File: src/design/ifb_pkg.sv
package ifb_pkg;

  // ---------------------------------------------------------------
  // Register map (word addresses on the plain register port)
  // ---------------------------------------------------------------
  localparam int ADDR_W = 4;
  localparam int DATA_W = 16;
  localparam logic [3:0] OFF_FLAGS_GROUP2 = 4'h0;
  localparam logic [3:0] OFF_FLAGS_GROUP3 = 4'h1;
  localparam logic [3:0] OFF_FLAGS_GROUP4 = 4'h2;
  localparam logic [3:0] OFF_ENABLES_GROUP0 = 4'h3;
  localparam logic [3:0] OFF_EVENT_STATUS = 4'h4;
  localparam logic [3:0] OFF_EVENT_MASK = 4'h5;

  // ---------------------------------------------------------------
  // Implemented bit masks
  // ---------------------------------------------------------------
  // Group 2: bits 14,13 and 4..0.
  localparam logic [15:0] MASK_FLAGS_GROUP2 = 16'h601F;
  // Group 3: bits 15..9.
  localparam logic [15:0] MASK_FLAGS_GROUP3 = 16'hFE00;
  // Group 4: bits 15,14, 11..9 and 6..1.
  localparam logic [15:0] MASK_FLAGS_GROUP4 = 16'hCE7E;
  // Enables group 0: bits 14..0.
  localparam logic [15:0] MASK_ENABLES_GROUP0 = 16'h7FFF;
  localparam logic [2:0] MASK_EVENT = 3'h7;

  // ---------------------------------------------------------------
  // Reset values
  // ---------------------------------------------------------------
  localparam logic [15:0] RST_FLAGS = 16'h0000;
  localparam logic [15:0] RST_ENABLES = 16'h0000;
  localparam logic [2:0] RST_EVENT = 3'h0;

  // ---------------------------------------------------------------
  // Field positions
  // ---------------------------------------------------------------
  localparam int BIT_DMA_CH4_DONE_FLAG = 14;
  localparam int BIT_PARALLEL_MASTER_PORT_FLAG = 13;
  localparam int BIT_DMA_CH3_DONE_FLAG = 4;
  localparam int BIT_PWM1_FAULT_A_FLAG = 15;
  localparam int BIT_DAC_LEFT_FLAG = 15;
  localparam int BIT_CAN_TX_READY_FLAG = 6;
  localparam int BIT_DMA_CH1_DONE_ENABLE = 14;
  localparam int BIT_EXTERNAL_IRQ0_ENABLE = 0;

  // ---------------------------------------------------------------
  // Carriers
  // ---------------------------------------------------------------
  typedef struct packed {
    logic [3:0] addr;
    logic [15:0] wdata;
    logic wr;
    logic rd;
  } ifb_bus_req_t;

  typedef struct packed {
    logic [15:0] group2;
    logic [15:0] group3;
    logic [15:0] group4;
  } ifb_group_word_t;

endpackage : ifb_pkg

File: src/design/ifb_bank.sv
// The address-and-strobe port and the placing of the registers were decided locally.
`timescale 1ns/100ps
// Behaviour
// - A flag bit reads 1 once its source raised a request and 0 while none has occurred.
// - An enable bit at 1 passes its source's request on to the pending outputs, at 0 it blocks it there; event_status takes group 2..4 requests regardless.
// - Unimplemented bits of flag and enable registers read zero and ignore writes.
// - Implemented flag and enable bits are software read/write and reset to zero.
// - Flag group 2 holds DMA4 at 14, PMP at 13, DMA3/CAN/CAN-rx/SPI2/SPI2-err at 4..0.
// - Flag group 3 holds PWM1 fault A, RTC, DMA5, codec event, codec error, QEI1, PWM1 at 15..9.
// - Flag group 4 holds DAC left 15, DAC right 14, QEI2 11, PWM2 fault A 10, PWM2 error 9.
// - Flag group 4 holds CAN tx, DMA7, DMA6, CRC, UART2 error, UART1 error at 6..1.
// - Enable group 0 leaves bit 15 empty and holds DMA1 down to timer 3 at 14..8.
// - Enable group 0 holds timer 2 down to external interrupt 0 at 7..0.

module ifb_bank (
  // Clock and reset
  input wire logic clock,
  input wire logic rstn,
  // Register port
  input wire ifb_pkg::ifb_bus_req_t bus,
  output logic [15:0] rdata,
  // Peripheral request pulses, one vector per flag group
  input wire ifb_pkg::ifb_group_word_t src_req,
  // Flags of group 0 and enables of groups 2..4 held outside this bank
  input wire logic [15:0] ext_flags_group0,
  input wire ifb_pkg::ifb_group_word_t ext_enables,
  // Pending requests toward the priority logic
  output logic [15:0] pending_group0,
  output ifb_pkg::ifb_group_word_t pending,
  // Summary interrupt
  output logic irq
);

  // ---------------------------------------------------------------
  // Decoding
  // ---------------------------------------------------------------
  // Implemented-bit mask of a mapped register; zero for anything else.
  function automatic logic [15:0] impl_mask(input logic [3:0] a);
    case (a)
      ifb_pkg::OFF_FLAGS_GROUP2: impl_mask = ifb_pkg::MASK_FLAGS_GROUP2;
      ifb_pkg::OFF_FLAGS_GROUP3: impl_mask = ifb_pkg::MASK_FLAGS_GROUP3;
      ifb_pkg::OFF_FLAGS_GROUP4: impl_mask = ifb_pkg::MASK_FLAGS_GROUP4;
      ifb_pkg::OFF_ENABLES_GROUP0: impl_mask = ifb_pkg::MASK_ENABLES_GROUP0;
      ifb_pkg::OFF_EVENT_STATUS: impl_mask = {13'h0000, ifb_pkg::MASK_EVENT};
      ifb_pkg::OFF_EVENT_MASK: impl_mask = {13'h0000, ifb_pkg::MASK_EVENT};
      default: impl_mask = 16'h0000;
    endcase
  endfunction : impl_mask

  logic [15:0] flags [3];
  logic [15:0] enables_group0;
  logic [2:0] event_status;
  logic [2:0] event_mask;

  wire [15:0] grp_mask [3];
  wire [15:0] grp_src [3];
  wire [15:0] grp_en [3];
  wire [3:0] grp_off [3];
  wire [15:0] wr_data_masked;
  wire wr_enables;
  wire wr_status;
  wire wr_mask;
  wire [2:0] grp_event;
  wire [15:0] read_mux;

  assign grp_mask[0] = ifb_pkg::MASK_FLAGS_GROUP2;
  assign grp_mask[1] = ifb_pkg::MASK_FLAGS_GROUP3;
  assign grp_mask[2] = ifb_pkg::MASK_FLAGS_GROUP4;
  assign grp_src[0] = src_req.group2;
  assign grp_src[1] = src_req.group3;
  assign grp_src[2] = src_req.group4;
  assign grp_en[0] = ext_enables.group2;
  assign grp_en[1] = ext_enables.group3;
  assign grp_en[2] = ext_enables.group4;
  assign grp_off[0] = ifb_pkg::OFF_FLAGS_GROUP2;
  assign grp_off[1] = ifb_pkg::OFF_FLAGS_GROUP3;
  assign grp_off[2] = ifb_pkg::OFF_FLAGS_GROUP4;

  // Unmapped and unimplemented bits are dropped here.
  // masking writes
  assign wr_data_masked = bus.wdata & impl_mask(bus.addr);
  assign wr_enables = bus.wr && (bus.addr == ifb_pkg::OFF_ENABLES_GROUP0);
  assign wr_status = bus.wr && (bus.addr == ifb_pkg::OFF_EVENT_STATUS);
  assign wr_mask = bus.wr && (bus.addr == ifb_pkg::OFF_EVENT_MASK);

  // ---------------------------------------------------------------
  // Flag groups
  // ---------------------------------------------------------------
  // A hardware request in the same cycle as a software write of 0 still
  // lands: losing it would silently drop an interrupt.
  for (genvar g = 0; g < 3; g++) begin : g_flags
    wire wr_hit;
    wire [15:0] hw_set;
    wire [15:0] next_flags;
    assign wr_hit = bus.wr && (bus.addr == grp_off[g]);
    assign hw_set = grp_src[g] & grp_mask[g];
    assign next_flags = (wr_hit ? wr_data_masked : flags[g]) | hw_set;
    assign grp_event[g] = |hw_set;
    assign pending[16*(2-g) +: 16] = flags[g] & grp_en[g] & grp_mask[g];

    always_ff @(posedge clock) begin
      if (!rstn) begin
        flags[g] <= ifb_pkg::RST_FLAGS;
      end else begin
        flags[g] <= next_flags;
      end
    end
  end

  // ---------------------------------------------------------------
  // Enable register group 0
  // ---------------------------------------------------------------
  // bits 14..0 stored
  always_ff @(posedge clock) begin
    if (!rstn) begin
      enables_group0 <= ifb_pkg::RST_ENABLES;
    end else if (wr_enables) begin
      enables_group0 <= wr_data_masked;
    end
  end

  assign pending_group0 = ext_flags_group0 & enables_group0;

  // ---------------------------------------------------------------
  // Event summary and interrupt
  // ---------------------------------------------------------------
  wire [2:0] next_status;
  assign next_status = (event_status & ~(wr_status ? wr_data_masked[2:0] : 3'h0)) | grp_event;

  always_ff @(posedge clock) begin
    if (!rstn) begin
      event_status <= ifb_pkg::RST_EVENT;
      event_mask <= ifb_pkg::RST_EVENT;
    end else begin
      event_status <= next_status;
      if (wr_mask) begin
        event_mask <= wr_data_masked[2:0];
      end
    end
  end

  assign irq = |(event_status & event_mask);

  // ---------------------------------------------------------------
  // Read port
  // ---------------------------------------------------------------
  // unimplemented bits read zero
  assign read_mux = impl_mask(bus.addr) & (
      (bus.addr == ifb_pkg::OFF_FLAGS_GROUP2) ? flags[0] :
      (bus.addr == ifb_pkg::OFF_FLAGS_GROUP3) ? flags[1] :
      (bus.addr == ifb_pkg::OFF_FLAGS_GROUP4) ? flags[2] :
      (bus.addr == ifb_pkg::OFF_ENABLES_GROUP0) ? enables_group0 :
      (bus.addr == ifb_pkg::OFF_EVENT_STATUS) ? {13'h0000, event_status} :
      (bus.addr == ifb_pkg::OFF_EVENT_MASK) ? {13'h0000, event_mask} : 16'h0000);

  // Read data stands in the cycle after each cycle with bus.rd high and is zero otherwise.
  always_ff @(posedge clock) begin
    if (!rstn) begin
      rdata <= 16'h0000;
    end else begin
      rdata <= bus.rd ? read_mux : 16'h0000;
    end
  end
endmodule : ifb_bank

File: config.mk
export PLATFORM = sky130hd
export DESIGN_NAME = ifb_bank
export DESIGN_NICKNAME = d
export VERILOG_FILES = /design/src/design/ifb_pkg.sv /design/src/design/ifb_bank.sv
export SDC_FILE = /design/constraint.sdc
export NUM_CORES = 1
export LEC_CHECK = 0
export ABC_AREA = 1
export CORE_MARGIN = 4
export CORE_UTILIZATION = 50
export CTS_CLUSTER_DIAMETER = 50
export DETAILED_ROUTE_END_ITERATION = 12
export DONT_BUFFER_PORTS = 1
export PLACE_DENSITY = 0.72
export SLEW_MARGIN = 20
export SYNTH_ARGS = -nofsm -noshare
export SYNTH_HDL_FRONTEND = slang
export SYNTH_SLANG_ARGS = --single-unit
File: constraint.sdc
create_clock -name clock -period 1.18 [get_ports clock]
set_clock_uncertainty 0.1 [all_clocks]
set_input_delay 0 -clock clock [delete_from_list [all_inputs] [get_ports clock]]
set_output_delay 0 -clock clock [all_outputs]
set_load 0.05 [all_outputs]
* Word level (Yosys, flattened, before mapping)
Memories as Yosys holds them, arrays and structs flattened. Cells that the tools add are included.
Cells by class: add/sub/neg operators 0, $lt $le $gt $ge 0, shift-type cells 0, reductions and logical operators 13, muxes and demuxes 16, eq/ne operators 5, bitwise logic cells 16, multipliers 0, divide/modulo/power cells 0
Operator list (number):
- two-way mux 16 bit | 10
- AND 16 bit | 5
- one-hot mux 16 bit (5 select lines) | 1
- bitwise OR 16 bit | 2
- bitwise OR 16 x 15 -> 16 bit | 1
- AND 15 bit | 1
- OR reduction 7 bit | 2
- OR reduction 11 bit | 1
- two-way mux 3 bit | 3
- equality test 4 x 2 -> 1 bit, second input constant | 2
- equality test 4 x 3 -> 1 bit, second input constant | 2
- AND 3 bit | 2
- logical AND 1 bit | 6
- equality test 4 x 1 -> 1 bit, second input constant | 1
- zero test 4 bit | 1
- NOT 3 bit | 1
- bitwise OR 1 bit | 3
- bitwise OR 3 bit | 1
- OR reduction 3 bit | 1
- two-way mux 1 bit | 2
- AND reduction 2 bit | 1
- OR reduction 2 bit | 1
Storage, ports and cells: memories 1, bits in latches 0, ROM bits 0, word-level logic and storage cells 55, output and inout bits 81, register bits 38, input port bits 136, memory bits (writable) 48
Memory list:
- flags | depth 3, width 16, read ports 3, clocked after memory_dff 0, write ports 3, line ifb_bank.sv:50 | logic [15:0] flags [3];

* Longest topological paths before layout
Gate-level depths: netlist of run 1.
word-level depth 8, depth in mapped cells 10, mapped depth without buffers 8

* Worst setup path after synthesis of run 1
No wires, ideal clock.
kind input-to-reg, from in bus[18] (netlist name), to mem flags[2][5], library setup time 0.110 ns, required time 0.970 ns, arrival 0.836 ns, path slack 0.134 ns, buffers on the path 2, cell stages on the path 10, cell sequence buf_6 clkinv_2 nand2_2 nor2_4 nand2_4 buf_6 nand2_1 nand3_1 nand2_1 inv_1
RTL lines:
- from (decl) | line ifb_bank.sv:20 | input wire ifb_pkg::ifb_bus_req_t bus,
- to (decl) | line ifb_bank.sv:50

* Worst setup path after layout of run 1
from reg enables_group0[15], to out pending_group0[15]
Between the ends: cells in the longest elaborated chain, start to end 1
Ends and longest elaborated chain:
- from (decl) | line ifb_bank.sv:51 | logic [15:0] enables_group0;
- from (signal assigned) | line ifb_bank.sv:116 | enables_group0 <= ifb_pkg::RST_ENABLES;
- from (signal assigned) | line ifb_bank.sv:118 | enables_group0 <= wr_data_masked;
- AND 16 bit | line ifb_bank.sv:122 | assign pending_group0 = ext_flags_group0 & enables_group0;
- to (decl) | line ifb_bank.sv:28 | output logic [15:0] pending_group0,
Every way passes these cells.

==> flow_metrics.py, run 1 <==
metrics = {
    "run_status": {
        "outcome": "finished, violations left",
        "violations": "hold timing",
    },
    "job": {
        "cap_violations": 0,
    },
    "layout": {
        "syn_to_final_growth_pct": 28.9,
        "register_area_um2": 1430,
        "nFillCells": 610,
        "finalNonFillerCells": 721,
        "drive_gt1_share_pct": 24.3,
        "fin_nets": 752,
        "utilization_pct": 66.0,
        "multi_input_area_um2": 1780,
    },
    "hold_path": {
        "whs_path_depth": 2,
        "hold_path.class": "in2reg",
    },
    "route": {
        "wl_mm": 11.6,
        "vias_per_cell": 5.20,
        "route.detailed.drc": 0,
        "drt-initial-drc-count": 214,
        "firstDrtPassIters": 5,
        "antenna_left": 0,
        "post_drt_wl_per_cell_um": 16.1,
        "vias": 3748,
    },
    "global_routing": {
        "grt_usage_pct": 26.0,
        "grt_pass1_vias": 3624,
        "grt_pass1_wl_mm": 17.7,
        "grt_antenna_before_repair": 1,
        "overflow": 0,
        "grt_max_degree": 42,
    },
    "sta": {
        "worst_pin_slew_ns": 0.517,
        "hold_viol": 59,
        "hold_slack_ns": -0.323,
        "max_slew_margin_pct": 65.5,
        "setup_viol": 0,
        "drv_slew": 0,
        "finalCriticalPeriod_ns": 1.15,
        "period_share_pct": 97.5,
        "timing.fmax_ghz": 0.869,
        "timing.final.ws_setup_ns": 0.0289,
    },
    "floorplan": {
        "start_util_pct": 51.2,
        "core_um2": 7210,
        "die_y_um": 94.0,
        "rows": 31,
        "ios": 217,
        "dieArea_um2": 8830,
        "die_w_um": 94.0,
    },
    "placement": {
        "place_congestion": 0.895,
        "placed_cells": 653,
        "hpwl_mm": 7.88,
        "io_buffers": 0,
        "pre_cts_slack_ns": 0.0210,
    },
    "worst_setup_path": {
        "reg2reg_depth": 6,
        "crit_path_end_kind": "output pin",
        "critical_path_class": "reg2out",
        "required_ns": 1.08,
        "path_max_fanout": 3,
        "worst_setup_path_start_kind": "flop",
        "arrival_ns": 1.05,
    },
    "yosys": {
        "yosys-top-cells-area": "dfxtp_1 38%, nand2_1 15%, inv_1 9.2%",
        "postSynthCellCount": 558,
        "synthDistinctLibCells": 31,
        "synth_common_cells": "150 x nand2_1, 91 x inv_1, 71 x dfxtp_1, 48 x nor2_1, 39 x a21oi_1",
        "yosysSeqAreaShare_pct": 38.5,
        "ys_async_sr_fraction_pct": 0,
        "syn_avg_cell_area_um2": 6.62,
        "synth_top_cell_by_area": "dfxtp_1",
        "yosysWarnings": 0,
        "synthDominantCellAreaShare_pct": 38.5,
        "synth_seq_cells": 71,
        "synth_edf_count": 0,
        "syn_area_um2": 3690,
        "synth.most_common_cell": "nand2_1",
        "ys.flop_type": "dfxtp_1",
    },
    "clock_tree": {
        "root_buffer": "clkbuf_8",
        "postCtsSetupRepairBufs": 0,
        "cts.path.max_buffers": 2,
        "cts_buffers": 9,
        "tritoncts": "done",
        "clock-sinks": 71,
        "path_clk_slew_ns": 0.08,
        "insertion_delay_ns": 0.34,
        "htree_levels": 3,
    },
    "power_and_ir_drop": {
        "pwr_density_cell_nw_per_um2": 1220,
        "power.total_mw": 5.82,
        "vdd_drop_max_mv": 0.702,
        "p_leak_nw": 1.95,
    },
}
==> state kept, by name (all words and copies together) (netlist names) <==
register / count
event_mask: 3
enables_group0: 16
event_status: 3
flags: 33
rdata: 16
==> power breakdown <==
part           internal (mW)  switching, mW  leakage [nW]
combinational          0.298          0.730          1.25
sequential              2.48         0.0875         0.584
clock                   1.22           1.00         0.115
==> critical path: stages, from the launching register on <==
cell	delay [ns]
dfxtp_1	0.34
nand2_2	0.10
clkinvlp_4	0.26
==> placed cells by master, fill, tap and decap left out, types with 2 or more instances in the layout <==
cell,Yosys,final
a21oi_1,39,39
a21oi_2,4,4
a31oi_1,8,8
buf_12,0,2
buf_4,31,15
bufinv_16,0,2
clkbuf_8,0,9
clkinv_1,2,2
clkinv_4,0,2
clkinvlp_4,0,41
conb_1,1,23
dfxtp_1,71,61
dfxtp_2,0,10
dlygate4sd3_1,0,48
dlymetal6s4s_1,0,2
inv_1,91,50
inv_2,4,4
inv_6,0,3
nand2_1,150,115
nand2_2,5,40
nand2_4,3,3
nand3_1,17,15
nand3_2,0,2
nor2_1,48,47
nor2_2,3,3
nor2_4,4,5
nor3_1,4,4
o211ai_1,3,3
o21ai_0,26,24
o21ai_1,24,26
==> layer usage <==
layer	routed length, µm	global-route usage [%]
met5	0	0
met4	389	13.7
met3	960	5.45
met2	5660	43.6
met1	4590	30.9
==> what timing repair did <==
item	in CTS	in global routing
pin swaps	0	2
hold buffers	55	2
setup endpoints to repair	39	58
gates resized for setup	39	57
hold endpoints to repair	67	59
==> area by class of cell <==
cell class | instances | area share, %
multi-input cells | 367 | 37.3
flip-flops and latches | 71 | 30.1
repair buffers | 68 | 14.1
inverters | 99 | 11.1
clock buffers | 9 | 2.60
well taps | 99 | 2.60
clock inverters | 7 | 2.18
diodes | 1 | 0.0525
==> metrics by stage <==
| step | setup TNS [ns] | area (µm²) |
|---|---|---|
| floorplan | 0 | 3780 |
| global placement | 0 | 3720 |
| detailed placement | 0 | 3720 |
| CTS | 0 | 4660 |
| global route | -0.00181 | 4760 |
| finish | 0 | 4760 |
==> logic make-up (layout without fill, tap and decap cells) <==
| family | Yosys count | count (layout) | share of synthesized area, % |
|---|---|---|---|
| compound gates | 105 | 105 | 15.1 |
| flops | 71 | 71 | 38.5 |
| other cells | 1 | 24 | 0.101 |
| simple gates | 239 | 239 | 27.6 |
| buf+inv | 142 | 183 | 18.7 |
==> worst paths after layout <==
path | startpoint | to | slack (ns)
max | enables_group0[15]$_SDFFE_PN0P_ | pending_group0[15] | 0.03
min | bus[18] | rdata[12]$_SDFF_PN0_ | -0.32
max reg2reg | event_mask[0]$_SDFFE_PN0P_ | rdata[0]$_SDFF_PN0_ | 0.15
min reg2reg | flags[2][13]$_SDFFE_PN0P_ | flags[2][13]$_SDFFE_PN0P_ | 0.35
Power figures use the tool's default switching activity.
==> run 2, diff against run 1 <==
Settings changed: GPL_ROUTABILITY_DRIVEN set to 0, MAX_ROUTING_LAYER set to met4.
==> flow_metrics.py, run 2 (synthesis gave the netlist of run 1 again) <==
metrics = {
    "global_routing": {
        "grt_pass1_vias": 3567,
        "grt_pass1_wl_mm": 17.3,
        "grt_antenna_before_repair": 0,
        "grt_max_degree": 38,
        "grt_usage_pct": 26.4,
        "overflow": 0,
    },
    "sta": {
        "hold_slack_ns": -0.302,
        "worst_pin_slew_ns": 0.513,
        "period_share_pct": 100,
        "setup-tns-final_ns": 0,
        "rsz0062_at_grt": "yes",
        "max_slew_margin_pct": 65.8,
        "finalCriticalPeriod_ns": 1.18,
        "timing.fmax_ghz": 0.848,
        "drv_slew": 0,
        "setup_viol": 0,
        "hold_viol": 38,
    },
    "worst_setup_path": {
        "slowest_delay_ns": 0.59,
        "rrSetupSlack_ns": 0.19,
        "crit_chain": "inv_2, nor2_2, dlygate4sd3_1, nor2_1, nand2_1, o21ai_0, a21oi_1",
        "slowest_stage": "dlygate4sd3_1",
        "critPathBufInv": 2,
        "timing.rr.start": "enables_group0[2]$_SDFFE_PN0P_",
        "arrival_ns": 1.30,
        "reg2reg_depth": 3,
        "worst_setup_path_start_kind": "input pin",
        "r2r-end": "rdata[2]$_SDFF_PN0_",
        "cp_top_family": "buffers and inverters",
        "required_ns": 1.30,
        "path_max_fanout": 6,
        "critical_path_class": "in2reg",
        "crit_path_end_kind": "flop",
        "worstSetupStartpoint": "bus[19]",
    },
    "floorplan": {
        "die_w_um": 94.0,
        "rows": 31,
        "core_um2": 7210,
        "dieArea_um2": 8830,
        "start_util_pct": 51.2,
        "die_y_um": 94.0,
        "ios": 217,
    },
    "clock_tree": {
        "tritoncts": "done",
        "clock-sinks": 71,
        "cts_buffers": 9,
        "path_clk_slew_ns": 0.07,
        "cts.path.max_buffers": 2,
        "htree_levels": 3,
        "root_buffer": "clkbuf_8",
        "insertion_delay_ns": 0.34,
    },
    "route": {
        "wl_mm": 11.7,
        "vias": 3773,
        "antenna_left": 0,
        "route.detailed.drc": 0,
        "drt-initial-drc-count": 258,
        "post_drt_wl_per_cell_um": 16.1,
        "vias_per_cell": 5.18,
        "firstDrtPassIters": 5,
    },
    "job": {
        "cap_violations": 0,
    },
    "placement": {
        "placed_area_um2": 3720,
        "placed_cells": 654,
        "io_buffers": 0,
        "hpwl_mm": 7.85,
    },
    "layout": {
        "fin_nets": 761,
        "nFillCells": 599,
        "drive_gt1_share_pct": 23.2,
        "largest_register_ffs": 33,
        "utilization_pct": 67.0,
        "final_common_cell": "nand2_1",
        "antenna-diode-count": 0,
        "regMostFlops": "flags",
        "reg_top3": "flags x33, enables_group0 x16, rdata x16",
        "finalNonFillerCells": 729,
        "syn_to_final_growth_pct": 30.9,
        "finalInstanceArea_um2": 4840,
        "final_cell_mix": "124 x nand2_1, 59 x dfxtp_1, 55 x dlygate4sd3_1",
    },
    "hold_path": {
        "whs_path_depth": 2,
        "whs_endpoint": "rdata[12]$_SDFF_PN0_",
        "hp-start": "bus[18]",
        "hold_path.class": "in2reg",
    },
    "power_and_ir_drop": {
        "vdd_drop_max_mv": 0.685,
        "p_leak_nw": 1.99,
        "pwr_density_cell_nw_per_um2": 1250,
    },
    "run_status": {
        "violations": "hold timing",
        "outcome": "finished, violations left",
    },
}
run 2: cell types whose count changed in the layout (fill, tap and decap cells not counted), sizes merged:
cell,delta
dlymetal6s4s,-2
inv,-3
clkbuf,+2
dlygate4sd3,+7
diode,-1
bufinv,+1
buf,+4
run 2: per-stage QoR:
stage               power [mW]  setup slack (ns)
detailed placement        3.37            0.0243
global placement          3.36            0.0496
finish                    6.06          0.000114
CTS                       6.02           0.00177
floorplan                 3.35             0.134
global route              6.27           -0.0407
run 2: cell type report:
type                       count  area (µm²)  share of cell area [%]
clock buffer                  11         151                    3.13
clock inverter                 5         104                    2.15
inverter                      99         529                    10.9
multi-input combinational    367        1750                    36.1
sequential                    71        1440                    29.7
tap                           99         124                    2.56
timing repair buffer          77         744                    15.4
run 2: worst reg2reg max path, cell delays in order, from the launching register on:
cell     delay, ns
dfxtp_1       0.33
or2_2         0.30
nand3_1       0.08
a21oi_1       0.06
run 2: how the worst max path moves through the flow:
stage | to | slack, ns | cells after the start
after CTS | pending[45] | 0.002 | 2
after global routing | flags[1][13]$_SDFF_PN0_ | -0.04 | 8
after global placement | flags[0][1]$_SDFF_PN0_ | 0.05 | 8
after detailed placement | flags[0][13]$_SDFF_PN0_ | 0.02 | 8
after floorplan | flags[2][5]$_SDFF_PN0_ | 0.13 | 10
final | event_status[0]$_SDFF_PN0_ | 0.0001 | 7
run 2: layer usage:
layer | global-route usage, % | up-vias | part of all wire, %
met5 | - | - | 0
met4 | 11.3 | 0 | 3.1
met3 | 4.89 | 31 | 8.7
met2 | 44.2 | 212 | 50
met1 | 30.9 | 1714 | 38
li1 | - | 1816 | -
run 2: repair_timing:
action | 4_1_cts | 5_1_grt
resized for setup | 37 | 47
hold buffers | 59 | 4
endpoints found under the setup margin | 37 | 45
cloned | 0 | 0
setup buffers | 0 | 2
endpoints found under the hold margin | 67 | 33
pin swaps | 0 | 2
run 2: power breakdown:
group,switching (mW),internal (mW)
Clock,0.926,1.52
Sequential,0.0888,2.48
Combinational,0.734,0.311
==> run 3, diff against run 2 <==
Settings changed: ABC_AREA 1 to not set.
==> flow_metrics.py, run 3 <==
metrics = {
    "floorplan": {
        "die_w_um": 87.8,
        "die_y_um": 87.8,
        "core_um2": 6060,
        "ios": 217,
        "rows": 28,
        "start_util_pct": 52.6,
        "dieArea_um2": 7710,
    },
    "sta": {
        "finalCriticalPeriod_ns": 1.46,
        "hold_slack_ns": 0.00815,
        "timing.fmax_ghz": 0.684,
        "worst_pin_slew_ns": 0.543,
        "timing.final.ws_setup_ns": -0.282,
        "rsz0062_at_grt": "yes",
        "setup_viol": 1,
        "hold_viol": 0,
        "max_slew_margin_pct": 63.8,
        "setup-tns-final_ns": -0.282,
        "period_share_pct": 124,
        "drv_slew": 0,
    },
    "global_routing": {
        "grt_pass1_wl_mm": 16.7,
        "overflow": 0,
        "grt_antenna_before_repair": 0,
        "grt_pass1_vias": 3213,
        "grt_max_degree": 22,
        "grt_usage_pct": 29.2,
    },
    "yosys": {
        "yosysWarnings": 0,
        "synth_top_cell_by_area": "dfxtp_1",
        "postSynthCellCount": 398,
        "yosysSeqAreaShare_pct": 42.1,
        "synth_edf_count": 0,
        "synth_common_cells": "78 x a21oi_1, 67 x dfxtp_1, 61 x nand2_1, 41 x and2_1, 27 x buf_4",
        "synth_seq_cells": 67,
        "yosys-top-cells-area": "dfxtp_1 42%, a21oi_1 12%, and2_1 8.0%",
        "ys.flop_type": "dfxtp_1",
        "synthDominantCellAreaShare_pct": 42.1,
        "synth.most_common_cell": "a21oi_1",
        "syn_area_um2": 3190,
        "synthDistinctLibCells": 37,
        "syn_avg_cell_area_um2": 8.01,
        "ys_async_sr_fraction_pct": 0,
    },
    "clock_tree": {
        "cts_buffers": 9,
        "root_buffer": "clkbuf_8",
        "path_clk_slew_ns": 0.07,
        "cts.path.max_buffers": 2,
        "insertion_delay_ns": 0.33,
        "htree_levels": 3,
        "clock-sinks": 67,
        "tritoncts": "done",
    },
    "worst_setup_path": {
        "cp_top_family": "compound AO/OA/AOI/OAI gates",
        "arrival_ns": 1.36,
        "worst_setup_path_start_kind": "flop",
        "crit_path_end_kind": "output pin",
        "slowest_delay_ns": 0.44,
        "crit_chain": "a222oi_1, inv_1, buf_6",
        "critical_path_class": "reg2out",
        "critPathBufInv": 2,
        "slowest_stage": "a222oi_1",
        "required_ns": 1.08,
        "path_max_fanout": 2,
    },
    "layout": {
        "syn_to_final_growth_pct": 36.6,
        "regMostFlops": "flags",
        "largest_register_ffs": 29,
        "fin_nets": 640,
        "drive_gt1_share_pct": 19.7,
        "reg_top3": "flags x29, enables_group0 x16, rdata x16",
        "final_common_cell": "a21oi_1",
        "finalInstanceArea_um2": 4350,
        "final_cell_mix": "78 x a21oi_1, 61 x nand2_1, 57 x dfxtp_1",
        "nFillCells": 443,
    },
    "route": {
        "drt-initial-drc-count": 313,
        "firstDrtPassIters": 5,
        "antenna_left": 0,
        "route.detailed.drc": 0,
        "vias_per_cell": 5.82,
        "vias": 3404,
        "post_drt_wl_per_cell_um": 19.2,
        "wl_mm": 11.3,
    },
    "placement": {
        "pre_cts_slack_ns": 0.0350,
        "placed_area_um2": 3520,
        "hpwl_mm": 7.31,
        "io_buffers": 0,
    },
    "job": {
        "cap_violations": 0,
    },
    "power_and_ir_drop": {
        "pwr_density_cell_nw_per_um2": 1200,
        "vdd_drop_max_mv": 0.787,
        "p_leak_nw": 1.91,
    },
    "run_status": {
        "violations": "setup timing",
        "outcome": "finished, violations left",
    },
    "hold_path": {
        "hold_path.class": "in2reg",
    },
}
==> run 3: cell count changes in the layout (fill, tap and decap cells not counted), moves of 11 or more <==
cell        delta
a21oi_1       +39
and2_1        +39
buf_4         +33
inv_1         -45
nor2_1        -29
mux2i_1       +11
nand3_1       -14
nand2_1       -63
clkinvlp_4    -41
nand2_2       -31
o21ai_1       -24
o21ai_0       -13
==> run 3: final timing paths <==
check                                                       to  cells past startpoint                             from  slack [ns]
worst max-delay path                                       irq                      3       event_status[1]$_SDFF_PN0_       -0.28
worst min-delay path                event_status[2]$_SDFF_PN0_                      4                          bus[19]       0.008
worst max register to register            rdata[14]$_SDFF_PN0_                      2  enables_group0[14]$_SDFFE_PN0P_           0
worst min register to register  enables_group0[7]$_SDFFE_PN0P_                      2   enables_group0[7]$_SDFFE_PN0P_        0.36
==> run 3: stage by stage <==
stage	total power, mW	util (%)	cells
3_3_place_gp	3.20	58.2	512
5_1_grt	5.38	71.7	583
3_5_place_dp	3.22	58.2	512
2_1_floorplan	3.14	-	420
6_report	5.20	71.8	585
4_1_cts	5.16	70.5	583
==> run 3: kinds of logic after synthesis <==
family / synth area share [%]
multiplexers: 4.16
AO/OA/AOI/OAI: 16.9
other: 0.118
flip-flops: 42.1
buffers and inverters: 10.1
AND/OR/NAND/NOR: 26.6
==> run 3: timing repair <==
item                                    in CTS  in global routing
endpoints found under the hold margin       67                  0
gates resized for setup                      3                 27
hold buffers                                54                  0
pin swaps                                    1                  2
buffers inserted                             2                  0
endpoints found under the setup margin       1                 58
==> run 3: layout make-up <==
type / count / area [µm²] / share of cell area [%]
tap: 75 / 93.8 / 2.16
inverter: 7 / 26.3 / 0.604
clock buffer: 13 / 169 / 3.88
antenna: 2 / 5.00 / 0.115
clock inverter: 2 / 10.0 / 0.230
timing repair buffer: 117 / 1080 / 24.7
multi-input combinational: 302 / 1620 / 37.2
sequential: 67 / 1350 / 31.1
==> run 3: metal layers <==
metal | vias up | global-route usage (%) | routed length, µm
li1 | 1526 | - | -
met1 | 1561 | 36.5 | 4200
met2 | 274 | 46.8 | 5450
met3 | 43 | 5.27 | 1270
met4 | 0 | 11.6 | 333
met5 | - | - | 0
==> run 3: worst min-delay path, cell delays in order <==
cell,delay (ns)
nor2_4,0.04
nand2_1,0.05
o21ai_0,0.09
a41oi_1,0.21
==> run 3: power by group <==
part | switching [mW] | leakage (nW) | internal (mW)
Clock | 0.833 | 0.0953 | 0.919
Combinational | 0.667 | 1.26 | 0.361
Sequential | 0.0784 | 0.552 | 2.34
Total | 1.58 | 1.91 | 3.63
